`src/rtl/dro_pkg.sv`:
```
// Shared constants and types for the receiver output stage.
// Assumes an APB master on pclk and a pixel link sampled on pclk.
package dro_pkg;
   localparam logic [7:0] CTRL_OFS = 8'h00;
   localparam logic [7:0] STAT_OFS = 8'h04;
   localparam logic [7:0] MASK_OFS = 8'h08;
   localparam logic [7:0] LINK_OFS = 8'h0c;
   localparam int         B_PPC    = 0;
   localparam int         B_EDGE   = 1;
   localparam int         B_FMT    = 2;
   localparam int         B_DRV    = 3;
   localparam int         B_STAGGER_N   = 4;
   localparam int         B_PDO    = 5;
   localparam int         B_PD     = 6;
   localparam int         CTRL_W   = 7;
   localparam logic [6:0] CTRL_RST = 7'h70;
   localparam int         EV_UP    = 0;
   localparam int         EV_DOWN  = 1;
   localparam int         EV_W     = 2;
   localparam int         INACT_PIX = 1000000;
   localparam int         WIN_PIX  = 1600;
   localparam int         CNT_W    = 20;
   localparam int         WIN_W    = 11;
   typedef enum logic [1:0] {
      LD_DOWN  = 2'b00,
      LD_ARMED = 2'b01,
      LD_UP    = 2'b11
   } dro_ld_e;
   typedef struct packed {
      logic        de;
      logic        hsync;
      logic        vsync;
      logic [2:0]  ctl;
      logic [23:0] rgb;
   } dro_vid_s;
endpackage : dro_pkg

```
`src/rtl/dro_top.sv`:
```
// Output stage of a video link receiver: pixel formatting, output clock, power down
// and link activity detection, with APB registers and one interrupt.
// Assumes the decoder launches video_in on the falling edge of link_clk.
//
// Overview of operation
// - One pixel per clock when pixel select low, two when high; edge select.
// - Clock format 0 free-runs the output clock, 1 gates it low while DE is low (blanking).
// - Output power down floats all outputs except control 1 and link detect.
// - Decoding and link detection keep running during output power down.
// - Both power-down controls default to normal operation.
// - Drive strength select picks high or low output drive.
// - Stagger only acts in two-pixel mode, when stagger_n is low.
// - Staggered even pixels change a quarter output clock period later.
// - Full power down floats every output.
// - Full power down ignores all inputs except the power-down control.
// - Link detect falls after one million pixel clocks without a DE change.
// - Link detect rises after two DE changes within 1600 pixel clocks.
// - Link detect holds its state during full power down.
// - DE high marks active pixels, DE low marks blanking with controls.
// - Red on bits 23:16, green 15:8, blue 7:0 of both buses.
//
// Decided for this implementation: the APB slave port and the address map.
`timescale 1ns/1ns
module dro_top #(
   parameter int unsigned INACT_CYCLES = dro_pkg::INACT_PIX
) (
   input  wire logic             pclk,
   input  wire logic             presetn,
   input  wire logic             psel,
   input  wire logic             penable,
   input  wire logic             pwrite,
   input  wire logic [7:0]       paddr,
   input  wire logic [31:0]      pwdata,
   output logic [31:0]           prdata,
   output logic                  pready,
   output logic                  pslverr,
   input  wire logic             link_clk,
   input  wire dro_pkg::dro_vid_s video_in,
   output logic [23:0]           even_pixel_bus,
   output logic [23:0]           odd_pixel_bus,
   output logic                  de_out,
   output logic                  hsync_out,
   output logic                  vsync_out,
   output logic [1:0]            user_control_hi,
   output logic                  data_oe,
   output logic                  pixel_out_clock,
   output logic                  user_control_1,
   output logic                  user_control_1_oe,
   output logic                  link_active_detect,
   output logic                  link_detect_oe,
   output logic                  drive_strength_hi,
   output logic                  irq
);
   import dro_pkg::*;

   logic [2:0]        lck_ff;
   dro_vid_s          vs1_ff, vs2_ff;
   logic              rise, fall, live, tr;
   logic [CTRL_W-1:0] ctrl_ff, nxt_ctrl;
   logic [EV_W-1:0]   stat_ff, nxt_stat, mask_ff, nxt_mask, ev;
   logic [31:0]       prdata_ff, nxt_prdata;
   logic              pready_ff, nxt_pready, pslverr_ff, nxt_pslverr, irq_ff, nxt_irq;
   logic              acc, wr;
   logic [23:0]       even_ff, nxt_even, odd_ff, nxt_odd, hold_ff, nxt_hold;
   logic              de_ff, nxt_de, hs_ff, nxt_hs, vs_ff, nxt_vs;
   logic [2:0]        ctl_ff, nxt_ctl;
   logic              ck_ff, nxt_ck, phase_ff, nxt_phase, stg_ff, nxt_stg;
   logic              doe_ff, nxt_doe, c1oe_ff, nxt_c1oe, ldoe_ff, nxt_ldoe;
   logic              drv_ff, nxt_drv;
   dro_ld_e           st_ff, nxt_st;
   logic              live_q_ff, dprev_ff, nxt_dprev, det_ff, nxt_det;
   logic [CNT_W-1:0]  idle_ff, nxt_idle;
   logic [WIN_W-1:0]  win_ff, nxt_win;

   // Link clock and video pass two flops before any logic; lck_ff[2] only feeds edges.
   always_ff @(posedge pclk or negedge presetn) begin
      if (!presetn) begin
         lck_ff <= 3'h0;
         vs1_ff <= '0;
         vs2_ff <= '0;
      end else begin
         lck_ff <= {lck_ff[1:0], link_clk};
         vs1_ff <= video_in;
         vs2_ff <= vs1_ff;
      end
   end

   assign rise = lck_ff[1] & ~lck_ff[2];
   assign fall = ~lck_ff[1] & lck_ff[2];
   assign live = ctrl_ff[B_PD];
   assign acc  = psel & penable & pready_ff;
   assign wr   = acc & pwrite;
   assign tr   = rise & (vs2_ff.de != dprev_ff);

   // Register file. Read data is captured in the setup cycle and held until the next setup cycle.
   always_comb begin
      nxt_ctrl    = ctrl_ff;
      nxt_mask    = mask_ff;
      nxt_prdata  = prdata_ff;
      nxt_pready  = psel & ~penable;
      nxt_pslverr = 1'b0;
      nxt_stat    = stat_ff;
      if (wr && live && paddr == STAT_OFS) begin
         nxt_stat = stat_ff & ~pwdata[EV_W-1:0];
      end
      nxt_stat = nxt_stat | ev;
      if (psel && !penable) begin
         if (paddr == CTRL_OFS) begin
            nxt_prdata = {25'h0, ctrl_ff};
         end else if (paddr == STAT_OFS) begin
            nxt_prdata = {30'h0, stat_ff};
         end else if (paddr == MASK_OFS) begin
            nxt_prdata = {30'h0, mask_ff};
         end else if (paddr == LINK_OFS) begin
            nxt_prdata = {30'h0, vs2_ff.de, det_ff};
         end else begin
            nxt_prdata  = 32'h0;
            nxt_pslverr = 1'b1;
         end
      end
      if (wr && paddr == CTRL_OFS) begin
         if (live) begin
            nxt_ctrl = pwdata[CTRL_W-1:0];
         end else begin
            nxt_ctrl[B_PD] = pwdata[B_PD];
         end
      end
      if (wr && live && paddr == MASK_OFS) begin
         nxt_mask = pwdata[EV_W-1:0];
      end
      nxt_irq = |(nxt_stat & nxt_mask);
   end

   always_ff @(posedge pclk or negedge presetn) begin
      if (!presetn) begin
         ctrl_ff    <= CTRL_RST;
         stat_ff    <= '0;
         mask_ff    <= '0;
         prdata_ff  <= 32'h0;
         pready_ff  <= 1'b0;
         pslverr_ff <= 1'b0;
         irq_ff     <= 1'b0;
      end else begin
         ctrl_ff    <= nxt_ctrl;
         stat_ff    <= nxt_stat;
         mask_ff    <= nxt_mask;
         prdata_ff  <= nxt_prdata;
         pready_ff  <= nxt_pready;
         pslverr_ff <= nxt_pslverr & psel;
         irq_ff     <= nxt_irq;
      end
   end

   // Pixel path. Only full power down stops it; output power down only floats pins.
   always_comb begin
      nxt_even  = even_ff;
      nxt_odd   = odd_ff;
      nxt_hold  = hold_ff;
      nxt_de    = de_ff;
      nxt_hs    = hs_ff;
      nxt_vs    = vs_ff;
      nxt_ctl   = ctl_ff;
      nxt_ck    = ck_ff;
      nxt_phase = phase_ff;
      nxt_stg   = stg_ff;
      if (live && rise) begin
         if (!ctrl_ff[B_PPC] || phase_ff) begin
            nxt_phase = 1'b0;
            nxt_de    = vs2_ff.de;
            nxt_hs    = vs2_ff.hsync;
            nxt_vs    = vs2_ff.vsync;
            nxt_ctl   = vs2_ff.ctl;
            nxt_ck    = ~ctrl_ff[B_EDGE] & ~(ctrl_ff[B_FMT] & ~vs2_ff.de);
            if (!ctrl_ff[B_PPC]) begin
               nxt_even = vs2_ff.rgb;
            end else begin
               nxt_odd = vs2_ff.rgb;
               if (!ctrl_ff[B_STAGGER_N]) begin
                  nxt_stg = 1'b1;
               end else begin
                  nxt_even = hold_ff;
               end
            end
         end else begin
            nxt_hold  = vs2_ff.rgb;
            nxt_phase = 1'b1;
            nxt_ck    = ctrl_ff[B_EDGE] & ~(ctrl_ff[B_FMT] & ~de_ff);
         end
      end
      if (live && fall) begin
         if (!ctrl_ff[B_PPC]) begin
            nxt_ck = ctrl_ff[B_EDGE] & ~(ctrl_ff[B_FMT] & ~de_ff);
         end
         // Half a pixel is a quarter of the two-pixel output clock period.
         if (stg_ff) begin
            nxt_even = hold_ff;
            nxt_stg  = 1'b0;
         end
      end
      nxt_doe  = live & ctrl_ff[B_PDO];
      nxt_c1oe = live;
      nxt_ldoe = live;
      nxt_drv  = ctrl_ff[B_DRV];
   end

   always_ff @(posedge pclk or negedge presetn) begin
      if (!presetn) begin
         even_ff  <= 24'h0;
         odd_ff   <= 24'h0;
         hold_ff  <= 24'h0;
         de_ff    <= 1'b0;
         hs_ff    <= 1'b0;
         vs_ff    <= 1'b0;
         ctl_ff   <= 3'h0;
         ck_ff    <= 1'b0;
         phase_ff <= 1'b0;
         stg_ff   <= 1'b0;
         doe_ff   <= 1'b0;
         c1oe_ff  <= 1'b0;
         ldoe_ff  <= 1'b0;
         drv_ff   <= 1'b0;
      end else begin
         even_ff  <= nxt_even;
         odd_ff   <= nxt_odd;
         hold_ff  <= nxt_hold;
         de_ff    <= nxt_de;
         hs_ff    <= nxt_hs;
         vs_ff    <= nxt_vs;
         ctl_ff   <= nxt_ctl;
         ck_ff    <= nxt_ck;
         phase_ff <= nxt_phase;
         stg_ff   <= nxt_stg;
         doe_ff   <= nxt_doe;
         c1oe_ff  <= nxt_c1oe;
         ldoe_ff  <= nxt_ldoe;
         drv_ff   <= nxt_drv;
      end
   end

   // Link activity detector, counted in pixel clocks. Frozen in full power down.
   always_comb begin
      nxt_st    = st_ff;
      nxt_dprev = dprev_ff;
      nxt_idle  = idle_ff;
      nxt_win   = win_ff;
      ev        = '0;
      if (live && !live_q_ff) begin
         nxt_st   = LD_DOWN;
         nxt_idle = '0;
      end else if (live && rise) begin
         nxt_dprev = vs2_ff.de;
         if (tr) begin
            nxt_idle = '0;
         end else if (idle_ff != CNT_W'(INACT_CYCLES)) begin
            nxt_idle = idle_ff + 1'b1;
         end
         case (st_ff)
            LD_DOWN: begin
               if (tr) begin
                  nxt_st  = LD_ARMED;
                  nxt_win = '0;
               end
            end
            LD_ARMED: begin
               if (tr) begin
                  nxt_st     = LD_UP;
                  ev[EV_UP]  = 1'b1;
               end else if (win_ff == WIN_W'(WIN_PIX - 1)) begin
                  nxt_st = LD_DOWN;
               end else begin
                  nxt_win = win_ff + 1'b1;
               end
            end
            LD_UP: begin
               if (!tr && idle_ff == CNT_W'(INACT_CYCLES - 1)) begin
                  nxt_st      = LD_DOWN;
                  ev[EV_DOWN] = 1'b1;
               end
            end
            default: begin
               nxt_st = LD_DOWN;
            end
         endcase
      end
      nxt_det = (nxt_st == LD_UP);
   end

   always_ff @(posedge pclk or negedge presetn) begin
      if (!presetn) begin
         st_ff     <= LD_DOWN;
         live_q_ff <= 1'b1;
         dprev_ff  <= 1'b0;
         idle_ff   <= '0;
         win_ff    <= '0;
         det_ff    <= 1'b0;
      end else begin
         st_ff     <= nxt_st;
         live_q_ff <= live;
         dprev_ff  <= nxt_dprev;
         idle_ff   <= nxt_idle;
         win_ff    <= nxt_win;
         det_ff    <= nxt_det;
      end
   end

   assign prdata             = prdata_ff;
   assign pready             = pready_ff;
   assign pslverr            = pslverr_ff;
   assign even_pixel_bus     = even_ff;
   assign odd_pixel_bus      = odd_ff;
   assign de_out             = de_ff;
   assign hsync_out          = hs_ff;
   assign vsync_out          = vs_ff;
   assign user_control_hi    = ctl_ff[2:1];
   assign user_control_1     = ctl_ff[0];
   assign data_oe            = doe_ff;
   assign pixel_out_clock    = ck_ff;
   assign user_control_1_oe  = c1oe_ff;
   assign link_active_detect = det_ff;
   assign link_detect_oe     = ldoe_ff;
   assign drive_strength_hi  = drv_ff;
   assign irq                = irq_ff;
endmodule : dro_top

```
`config.mk`:
```
export PLATFORM = sky130hd
export DESIGN_NAME = dro_top
export DESIGN_NICKNAME = d
export VERILOG_FILES = /design/src/rtl/dro_pkg.sv /design/src/rtl/dro_top.sv
export SDC_FILE = /design/constraint.sdc
export NUM_CORES = 1
export LEC_CHECK = 0
export BUFFER_PORTS_ARGS = -buffer_cell sky130_fd_sc_hd__buf_2
export CORE_ASPECT_RATIO = 1.75
export CORE_UTILIZATION = 59
export DETAILED_ROUTE_END_ITERATION = 16
export PLACE_DENSITY = 0.85
export SYNTH_ARGS = -nofsm -noshare
export SYNTH_HDL_FRONTEND = slang
export SYNTH_SLANG_ARGS = --single-unit
```
`constraint.sdc`:
```
create_clock -name pclk -period 5.65 [get_ports pclk]
set_input_delay 0.565 -clock pclk [delete_from_list [all_inputs] [get_ports pclk]]
set_output_delay 0.565 -clock pclk [all_outputs]
set_load 0.05 [all_outputs]
```
**Yosys cells after proc, flatten, opt, wreduce, memory -nomap -nowiden**

Index checks and enable logic that the tools add are counted.

- Bits in registers: 229
- Word-level logic and storage cells: 156

- Reduce and logical (&&, ||, !) cells: 27
- Bitwise logic cells: 27
- Multiplexer cells: 49
- $add $sub $neg: 2
- Equality and inequality tests: 13

Operators with widths:

| cell | number |
|---|---|
| $mux W24 | 6 |
| $mux W20 | 4 |
| $mux W11 | 3 |
| $mux W2 | 13 |
| $pmux W11 S2 | 1 |
| $add A20 B1 Y20 const B | 1 |
| $eq A20 B20 Y1 const B | 1 |
| $mux W1 | 20 |
| $ne A20 B20 Y1 const B | 1 |
| $eq A8 B4 Y1 const B | 2 |
| $and A1 B1 Y1 | 13 |
| $add A11 B1 Y11 const B | 1 |
| $eq A11 B11 Y1 const B | 1 |
| $not A1 Y1 | 10 |
| $reduce_and A2 Y1 | 5 |
| $logic_and A1 B1 Y1 | 9 |
| $eq A8 B3 Y1 const B | 1 |
| $logic_not A8 Y1 | 1 |
| $mux W7 | 1 |
| $ne A2 B2 Y1 const B | 3 |
| $pmux W2 S3 | 1 |
| $reduce_and A6 Y1 | 1 |
| $and A2 B2 Y2 | 2 |
| $eq A2 B2 Y1 const B | 2 |
| other kinds (11) | 15 |

**Longest topological paths before layout**

Gate-level depths: netlist of the first run.

- Depth in word-level cells: 12
- Mapped depth: 8
- Gate-level depth less buffers: 6

**Worst setup path before layout of the first run**

No wires, ideal clock.

- Path kind: input -> register
- From: in paddr[1]
- To: reg irq_ff (netlist: irq)
- Path slack: 3.270 ns
- Library setup time: 0.121 ns
- Data arrival time: 2.259 ns
- Buffers on the path: 0
- Cell stages on the path: 5
- Cells stage by stage: or4_1 > nor4_2 > and4b_1 > mux2_2 > a22o_1

- Elaborated cells on any way between the ends: 9
- Those cells by class: eq/ne: 2; mux: 2; bitwise: 2; reduce/logical: 3

RTL lines:

| item | RTL line | RTL |
|---|---|---|
| from (decl) | dro_top.sv:32 | `input wire logic [7:0] paddr,` |
| $eq A8 B4 Y1 | dro_top.sv:128 | `if (wr && live && paddr == MASK_OFS) begin` |
| $logic_and A1 B1 Y1 | dro_top.sv:128 |  |
| $mux W2 | dro_top.sv:128 |  |
| named net nxt_mask[0] | dro_top.sv:60 | `logic [EV_W-1:0] stat_ff, nxt_stat, mask_ff, nxt_mask, ev;` |
| $and A2 B2 Y2 | dro_top.sv:131 | `nxt_irq = \|(nxt_stat & nxt_mask);` |
| $reduce_or A2 Y1 | dro_top.sv:131 |  |
| named net nxt_irq | dro_top.sv:62 | `logic pready_ff, nxt_pready, pslverr_ff, nxt_pslverr, irq_ff, nxt_irq;` |
| to (signal assigned) | dro_top.sv:150 | `irq_ff <= nxt_irq;` |
| to (decl) | dro_top.sv:62 |  |

The timed path passes the listed nets, and every way through them passes these cells.
A chain may end at the register's enable or synchronous reset.

**Worst setup path after layout of the first run**

- From: reg ctrl_ff[6]
- To: reg even_ff[16] (netlist: even_pixel_bus[16])

- Word-level cells in the longest chain between the ends: 4
- Elaborated cells on any way between the ends: 5
- Those cells by class: mux: 3; reduce/logical: 2

Ends and longest elaborated chain:

| item | RTL line | RTL |
|---|---|---|
| from (decl) | dro_top.sv:59 | `logic [CTRL_W-1:0] ctrl_ff, nxt_ctrl;` |
| from (signal assigned) | dro_top.sv:144 | `ctrl_ff <= nxt_ctrl;` |
| $logic_and A1 B1 Y1 | dro_top.sv:166 | `if (live && rise) begin` |
| $mux W24 | dro_top.sv:166 |  |
| $mux W24 | dro_top.sv:195 | `if (stg_ff) begin` |
| $mux W24 (*) | dro_top.sv:190 | `if (live && fall) begin` |
| named net nxt_even[16] | dro_top.sv:64 | `logic [23:0] even_ff, nxt_even, odd_ff, nxt_odd, hold_ff, nxt_hold;` |
| to (signal assigned) | dro_top.sv:223 | `even_ff <= nxt_even;` |
| to (decl) | dro_top.sv:64 |  |

The timed path passes the listed nets; every way through them passes the cells marked *.

==> impl_metrics.py, run 1 <==
metrics = {
    "run_status": {
        "status": "completed",
    },
    "timing": {
        "grt_setup_unrepaired": "false",
        "slew_headroom": 0.2321,
        "fin_crit_sh": 0.6079,
        "fmax_mhz": 291.1,
        "final_max_slew_viol_count": 0,
        "setup_ws_ns": 2.215,
        "worstMarginPinSlew_ns": 1.152,
        "post-route-min-period_ns": 3.435,
        "clock_skew_ns": 0.008879,
        "fin_hold_ws_ns": 0.1545,
        "fin_setup_tns_ns": 0,
        "hold_violations": 0,
        "setup_violations": 0,
    },
    "synth": {
        "ys_warn_count": 0,
        "synth_cell_types": 55,
        "synth_ff_type": "dfrtp_1",
        "synth_area_per_cell_um2": 12.08,
        "syn-cell-area_mm2": 0.008647,
        "synth_edf_count": 0,
        "synth-seq-cells": 204,
        "syn_inst": 716,
        "synth-seq-area-share": 0.5909,
        "async_flop_share": 1.000,
    },
    "critical_path": {
        "worstSetupEndpointType": "register",
        "crit_family": "simple AND/OR/NAND/NOR gates",
        "path_cells": "and3b_2, nand2b_1, o22ai_1, a21oi_1, mux2_2",
        "cp_max_fo": 52,
        "slowest_stage": "and3b_2",
        "start_kind": "register",
        "arrival_ns": 3.80,
        "path_class": "reg -> reg",
        "cpPeakStageDelay_ns": 0.92,
        "path_buf_inv": 0,
        "worstPathRequired_ns": 6.02,
    },
    "grt": {
        "grt_pass1_wl_um": 30170,
        "antenna_found_initial": 0,
        "globalRouteOverflowTotal": 0,
        "grt_start_max_net_pins": 113,
        "grt_pass1_vias": 6162,
        "grt_usage": 0.2525,
    },
    "floorplan": {
        "initial_core_util": 0.6018,
        "dieArea_mm2": 0.01516,
        "core_area_mm2": 0.01437,
        "dieHeight_um": 162.2,
        "ios": 171,
        "core.rowCount": 58,
        "die-width_um": 93.52,
    },
    "clocking": {
        "cts_sinks": 204,
        "cts_root_buf": "clkbuf_16",
        "cts_hold_buffers": 0,
        "cts_buffers": 20,
        "post_cts_buffers": 0,
        "cts_max_level": 1,
        "cts_tree": "built",
        "cts_resized": 0,
        "clkTransAtPathRegs_ns": 0.06,
        "insertion_delay_ns": 0.49,
        "cts_buffer_depth": 3,
    },
    "place": {
        "place_hpwl_um": 12150,
        "gp_congestion": 0.8274,
        "dp.cells": 988,
        "numPortBuffers": 120,
        "place_area_mm2": 0.009296,
        "dp_slack_ns": 2.323,
    },
    "power": {
        "ir_drop_v": 0.0002376,
        "power_mw": 2.938,
        "power-per-cell-area_mw_per_mm2": 296.0,
        "leakagePower_nw": 4.784,
    },
    "route": {
        "ant_nets": 0,
        "vias_per_cell": 5.955,
        "dr_total_vias": 6098,
        "drc_errors": 0,
        "drt_iter0_drc": 323,
        "firstDrtPassIters": 5,
        "avgRoutedWirePerCell_um": 18.26,
        "drt_wl_total_um": 18700,
    },
    "layout": {
        "syn2layout_area_growth_pct": 14.80,
        "final_cells": 1024,
        "fillers": 1020,
        "n_antenna_cell": 0,
        "final_core_util": 0.6909,
        "nets": 909,
        "final_area_mm2": 0.009927,
        "final_layout_size_suffix_gt1_frac": 0.3033,
    },
    "flow_run": {
        "drv_cap": 0,
    },
    "min_path": {
        "min_path_type": "in -> async",
    },
}
==> synthesized netlist by cell type (3+ instances only) <==
library cell,n,share of area
dfrtp_1,200,0.58
or3_1,12,0.0087
mux2i_1,24,0.028
a21o_1,6,0.0052
nor2_1,23,0.010
a21oi_1,39,0.023
mux2_2,86,0.11
o21ai_0,51,0.030
and3_1,10,0.0072
nand2b_1,6,0.0043
a22o_1,7,0.0071
buf_2,5,0.0029
xor2_1,4,0.0041
o31ai_1,5,0.0043
clkbuf_1,25,0.011
nor2b_1,3,0.0022
o22ai_1,24,0.017
buf_4,29,0.025
ha_1,3,0.0043
dfstp_2,4,0.012
a31oi_1,3,0.0022
nand4_1,12,0.0087
nor4_1,4,0.0029
inv_1,11,0.0048
nand2_1,33,0.014
nand3_1,37,0.021
and2_1,4,0.0029
nor3_1,8,0.0046
xnor2_1,5,0.0051
==> cells by family (layout without fill, tap and decap cells) <==
| kind of cell | after synthesis | after routing | share of synthesized area |
|---|---|---|---|
| flip-flops | 204 | 204 | 0.5909 |
| AND/OR/NAND/NOR | 167 | 167 | 0.1046 |
| AO/OA/AOI/OAI | 148 | 148 | 0.1010 |
| other | 1 | 25 | 0.0004337 |
| XOR/XNOR | 9 | 9 | 0.009115 |
| buffers and inverters | 72 | 176 | 0.04457 |
| adder cells (fa/ha/maj) | 3 | 3 | 0.004341 |
| multiplexers | 112 | 112 | 0.1450 |
==> final cells by class <==
cell class,count,area [um2],share of cell area
flip-flops and latches,204,5110,0.5147
multi-input cells,464,3243,0.3267
repair buffers,129,676.9,0.06819
clock buffers,30,569.3,0.05735
well taps,180,225.2,0.02269
clock inverters,6,61.31,0.006176
inverters,11,41.29,0.004159
==> worst paths after layout <==
| path | depth (start not counted) | end | from | slack (ns) |
|---|---|---|---|---|
| min in group pclk | 1 | vs1_ff[29] | video_in[29] | 0.18 |
| setup / recovery | 5 | even_pixel_bus[16] | ctrl_ff[6] | 2.22 |
| hold reg to reg | 0 | vs2_ff[3] | vs1_ff[3] | 0.34 |
| setup reg to reg | 5 | even_pixel_bus[16] | ctrl_ff[6] | 2.22 |
| hold / removal | 1 | odd_pixel_bus[3] | presetn | 0.15 |
| max in group asynchronous | 2 | vs2_ff[24] | presetn | 4.20 |
==> state kept, by name, summed over array words and instances, names as in the netlist, 2 cells and up <==
| register | flops |
|---|---|
| ctl_ff | 3 |
| ctrl_ff | 7 |
| lck_ff | 3 |
| stat_ff | 2 |
| hold_ff | 24 |
| vs2_ff | 30 |
| mask_ff | 2 |
| vs1_ff | 30 |
| odd_pixel_bus | 24 |
| even_pixel_bus | 24 |
| win_ff | 11 |
| st_ff | 2 |
| idle_ff | 20 |
| prdata | 7 |
==> cell usage in the layout (no fill, tap or decap), types with 7 or more instances in the layout <==
cell	Yosys	layout
mux2i_1	24	24
buf_2	5	119
mux2_2	86	86
a22o_1	7	7
o22ai_1	24	24
or3_1	12	12
conb_1	1	25
clkbuf_1	25	8
a21oi_1	39	39
and3_1	10	10
o21ai_0	51	51
nor2_1	23	23
dfrtp_1	200	200
nand4_1	12	12
nand3_1	37	37
inv_1	11	11
nand2_1	33	33
buf_4	29	9
clkbuf_16	0	21
nor3_1	8	8
==> metal layers <==
| layer | wire length, um | track usage | share of wire | vias to the layer above |
|---|---|---|---|---|
| met5 | 0 | 0 | 0 | - |
| met2 | 10390 | 0.4662 | 0.56 | 201 |
| met3 | 929 | 0.03745 | 0.050 | 46 |
| met1 | 6833 | 0.2884 | 0.37 | 3068 |
| li1 | - | - | - | 2783 |
| met4 | 543 | 0.09930 | 0.029 | 0 |
==> worst reg2reg max path, cell delays in order (launching register included) <==
cell,delay (ns)
dfstp_2,0.72
and3b_2,0.93
nand2b_1,0.90
o22ai_1,0.38
a21oi_1,0.08
mux2_2,0.30
==> power breakdown <==
group | total, mW | internal [mW] | leakage (nW) | switching (mW)
combinational | 0.144 | 0.0332 | 1.80 | 0.111
clock | 1.28 | 0.747 | 0.311 | 0.536
sequential | 1.51 | 1.49 | 2.68 | 0.0203
total | 2.94 | 2.27 | 4.78 | 0.667
Note: power is estimated with default switching activity, not from simulation.
==> run 2, diff against run 1 <==
--- a/config.mk
+++ b/config.mk
@@ -7,9 +7,9 @@
 export LEC_CHECK = 0
 export BUFFER_PORTS_ARGS = -buffer_cell sky130_fd_sc_hd__buf_2
 export CORE_ASPECT_RATIO = 1.75
-export CORE_UTILIZATION = 59
+export CORE_UTILIZATION = 50
 export DETAILED_ROUTE_END_ITERATION = 16
-export PLACE_DENSITY = 0.85
+export PLACE_DENSITY = 0.76
 export SYNTH_ARGS = -nofsm -noshare
 export SYNTH_HDL_FRONTEND = slang
 export SYNTH_SLANG_ARGS = --single-unit
==> constraint.sdc (replaced) <==
create_clock -name pclk -period 2.9 [get_ports pclk]
set_input_delay 0.29 -clock pclk [delete_from_list [all_inputs] [get_ports pclk]]
set_output_delay 0.29 -clock pclk [all_outputs]
set_load 0.05 [all_outputs]
==> run 2 against run 1 <==
  * Routed wire length up 3.0%
  * Critical path type unchanged
  * Maximum frequency increased by 52%
  * Worst setup slack worse by 1.6 ns
==> impl_metrics.py, run 2 (same netlist as run 1, synthesis figures left out) <==
metrics = {
    "critical_path": {
        "rr_worst_depth": 5,
        "worstSetupEndpointType": "register",
        "rr_endpoint": "link_active_detect",
        "start_kind": "register",
        "worstPathRequired_ns": 3.27,
        "path_class": "reg -> reg",
        "cp_max_fo": 6,
        "r2r-start": "idle_ff[8]",
        "arrival_ns": 2.62,
        "reg2reg_slack_ns": 0.65,
    },
    "layout": {
        "layout_common_cells": "dfrtp_1, buf_2, mux2_2",
        "final_common_cell": "dfrtp_1",
        "syn2layout_area_growth_pct": 21.15,
        "nets": 956,
        "final_core_util": 0.6182,
        "final_layout_size_suffix_gt1_frac": 0.3082,
        "top_regs": "vs1_ff x30, vs2_ff x30",
    },
    "route": {
        "dr_total_vias": 6144,
        "drt_wl_total_um": 19250,
        "drc_errors": 0,
        "drt_iter0_drc": 233,
        "vias_per_cell": 5.500,
        "ant_nets": 0,
        "firstDrtPassIters": 5,
        "avgRoutedWirePerCell_um": 17.24,
    },
    "grt": {
        "globalRouteOverflowTotal": 0,
        "antenna_found_initial": 1,
        "grt_usage": 0.2217,
        "grt_pass1_wl_um": 31330,
        "grt_start_max_net_pins": 81,
        "grt_pass1_vias": 6420,
    },
    "min_path": {
        "hp-start": "pwdata[2]",
        "min_path_type": "in -> reg",
        "hold_depth": 3,
        "min_to": "ctrl_ff[2]",
    },
    "timing": {
        "fmax_mhz": 443.9,
        "post-route-min-period_ns": 2.253,
        "hold_violations": 0,
        "worstMarginPinSlew_ns": 0.6894,
        "setup_violations": 0,
        "grt_setup_unrepaired": "false",
        "clock_skew_ns": 0.01682,
        "final_max_slew_viol_count": 0,
        "slew_headroom": 0.5404,
        "fin_crit_sh": 0.7767,
        "fin_setup_tns_ns": 0,
    },
    "power": {
        "power-per-cell-area_mw_per_mm2": 564.0,
        "leakagePower_nw": 5.009,
        "ir_drop_v": 0.0005148,
    },
    "floorplan": {
        "die-width_um": 101.4,
        "dieHeight_um": 176.0,
        "dieArea_mm2": 0.01784,
        "initial_core_util": 0.5102,
        "core.rowCount": 63,
        "ios": 171,
        "core_area_mm2": 0.01695,
    },
    "clocking": {
        "insertion_delay_ns": 0.48,
        "cts_sinks": 204,
        "cts_resized": 0,
        "cts_root_buf": "clkbuf_16",
        "cts_tree": "built",
        "clkTransAtPathRegs_ns": 0.07,
        "cts_max_level": 1,
        "cts_hold_buffers": 32,
        "post_cts_buffers": 0,
        "cts_buffers": 19,
        "cts_buffer_depth": 3,
    },
    "place": {
        "numPortBuffers": 120,
        "place_hpwl_um": 12790,
        "gp_congestion": 0.8112,
    },
    "flow_run": {
        "drv_cap": 0,
    },
    "run_status": {
        "status": "completed",
    },
}
## run 2: cell count changes in the layout (fill, tap and decap cells not counted), sizes merged
cell and change:
buf +16, bufinv +3, clkbuf -4, clkinv -2, clkinvlp +1, dlygate4sd3 +32
inv -1, diode +1
## run 2: layout make-up
type                       count  area [um2]
sequential                   204        5111
multi-input combinational    464        3248
timing repair buffer         177        1130
fill                        1386        6471
tap                          227       284.0
inverter                      11       41.29
clock buffer                  26       521.8
antenna                        1       2.502
clock inverter                 7       137.6
## run 2: routing by layer
metal	global-route usage	wire length (um)	part of all wire
met1	0.2495	7212	0.37
met5	0	0	0
met4	0.07186	540	0.028
met2	0.4187	10700	0.56
met3	0.03365	795	0.041
## run 2: power breakdown
part	switching, mW	leakage [nW]	internal (mW)	total [mW]
clock	1.03	0.319	1.62	2.65
combinational	0.223	2.02	0.0976	0.321
sequential	0.0384	2.67	2.90	2.94
## run 2: worst max path at each step
stage / startpoint / end / slack, ns
CTS: st_ff[1] / win_ff[5] / 0.63
detailed placement: paddr[1] / irq / 0.53
global route: st_ff[1] / win_ff[5] / 0.52
finish: idle_ff[8] / link_active_detect / 0.65
floorplan: paddr[1] / irq / 0.80
global placement: paddr[1] / irq / 0.55
## run 2: through the flow
step           total power [mW]  worst slack, ns  hold WS (ns)  std cells  instance area (um2)
3_3_place_gp              3.277           0.5518        0.3315       1051                 9494
2_1_floorplan             3.171           0.7952     -0.005591        740                 8737
5_1_grt                   6.117           0.5197       0.01136       1117                10480
6_report                  5.909           0.6474       0.01982       1117                10480
4_1_cts                   5.979           0.6290      0.004146       1116                10470
3_5_place_dp              3.284           0.5298        0.3347       1051                 9494
## run 2: worst max-delay path: stages, from the launching register on
cell and delay [ns]:
dfrtp_1 0.44, or4b_4 0.57, nor4_4 0.43, nand4_1 0.16
a221o_1 0.40, and2_1 0.15
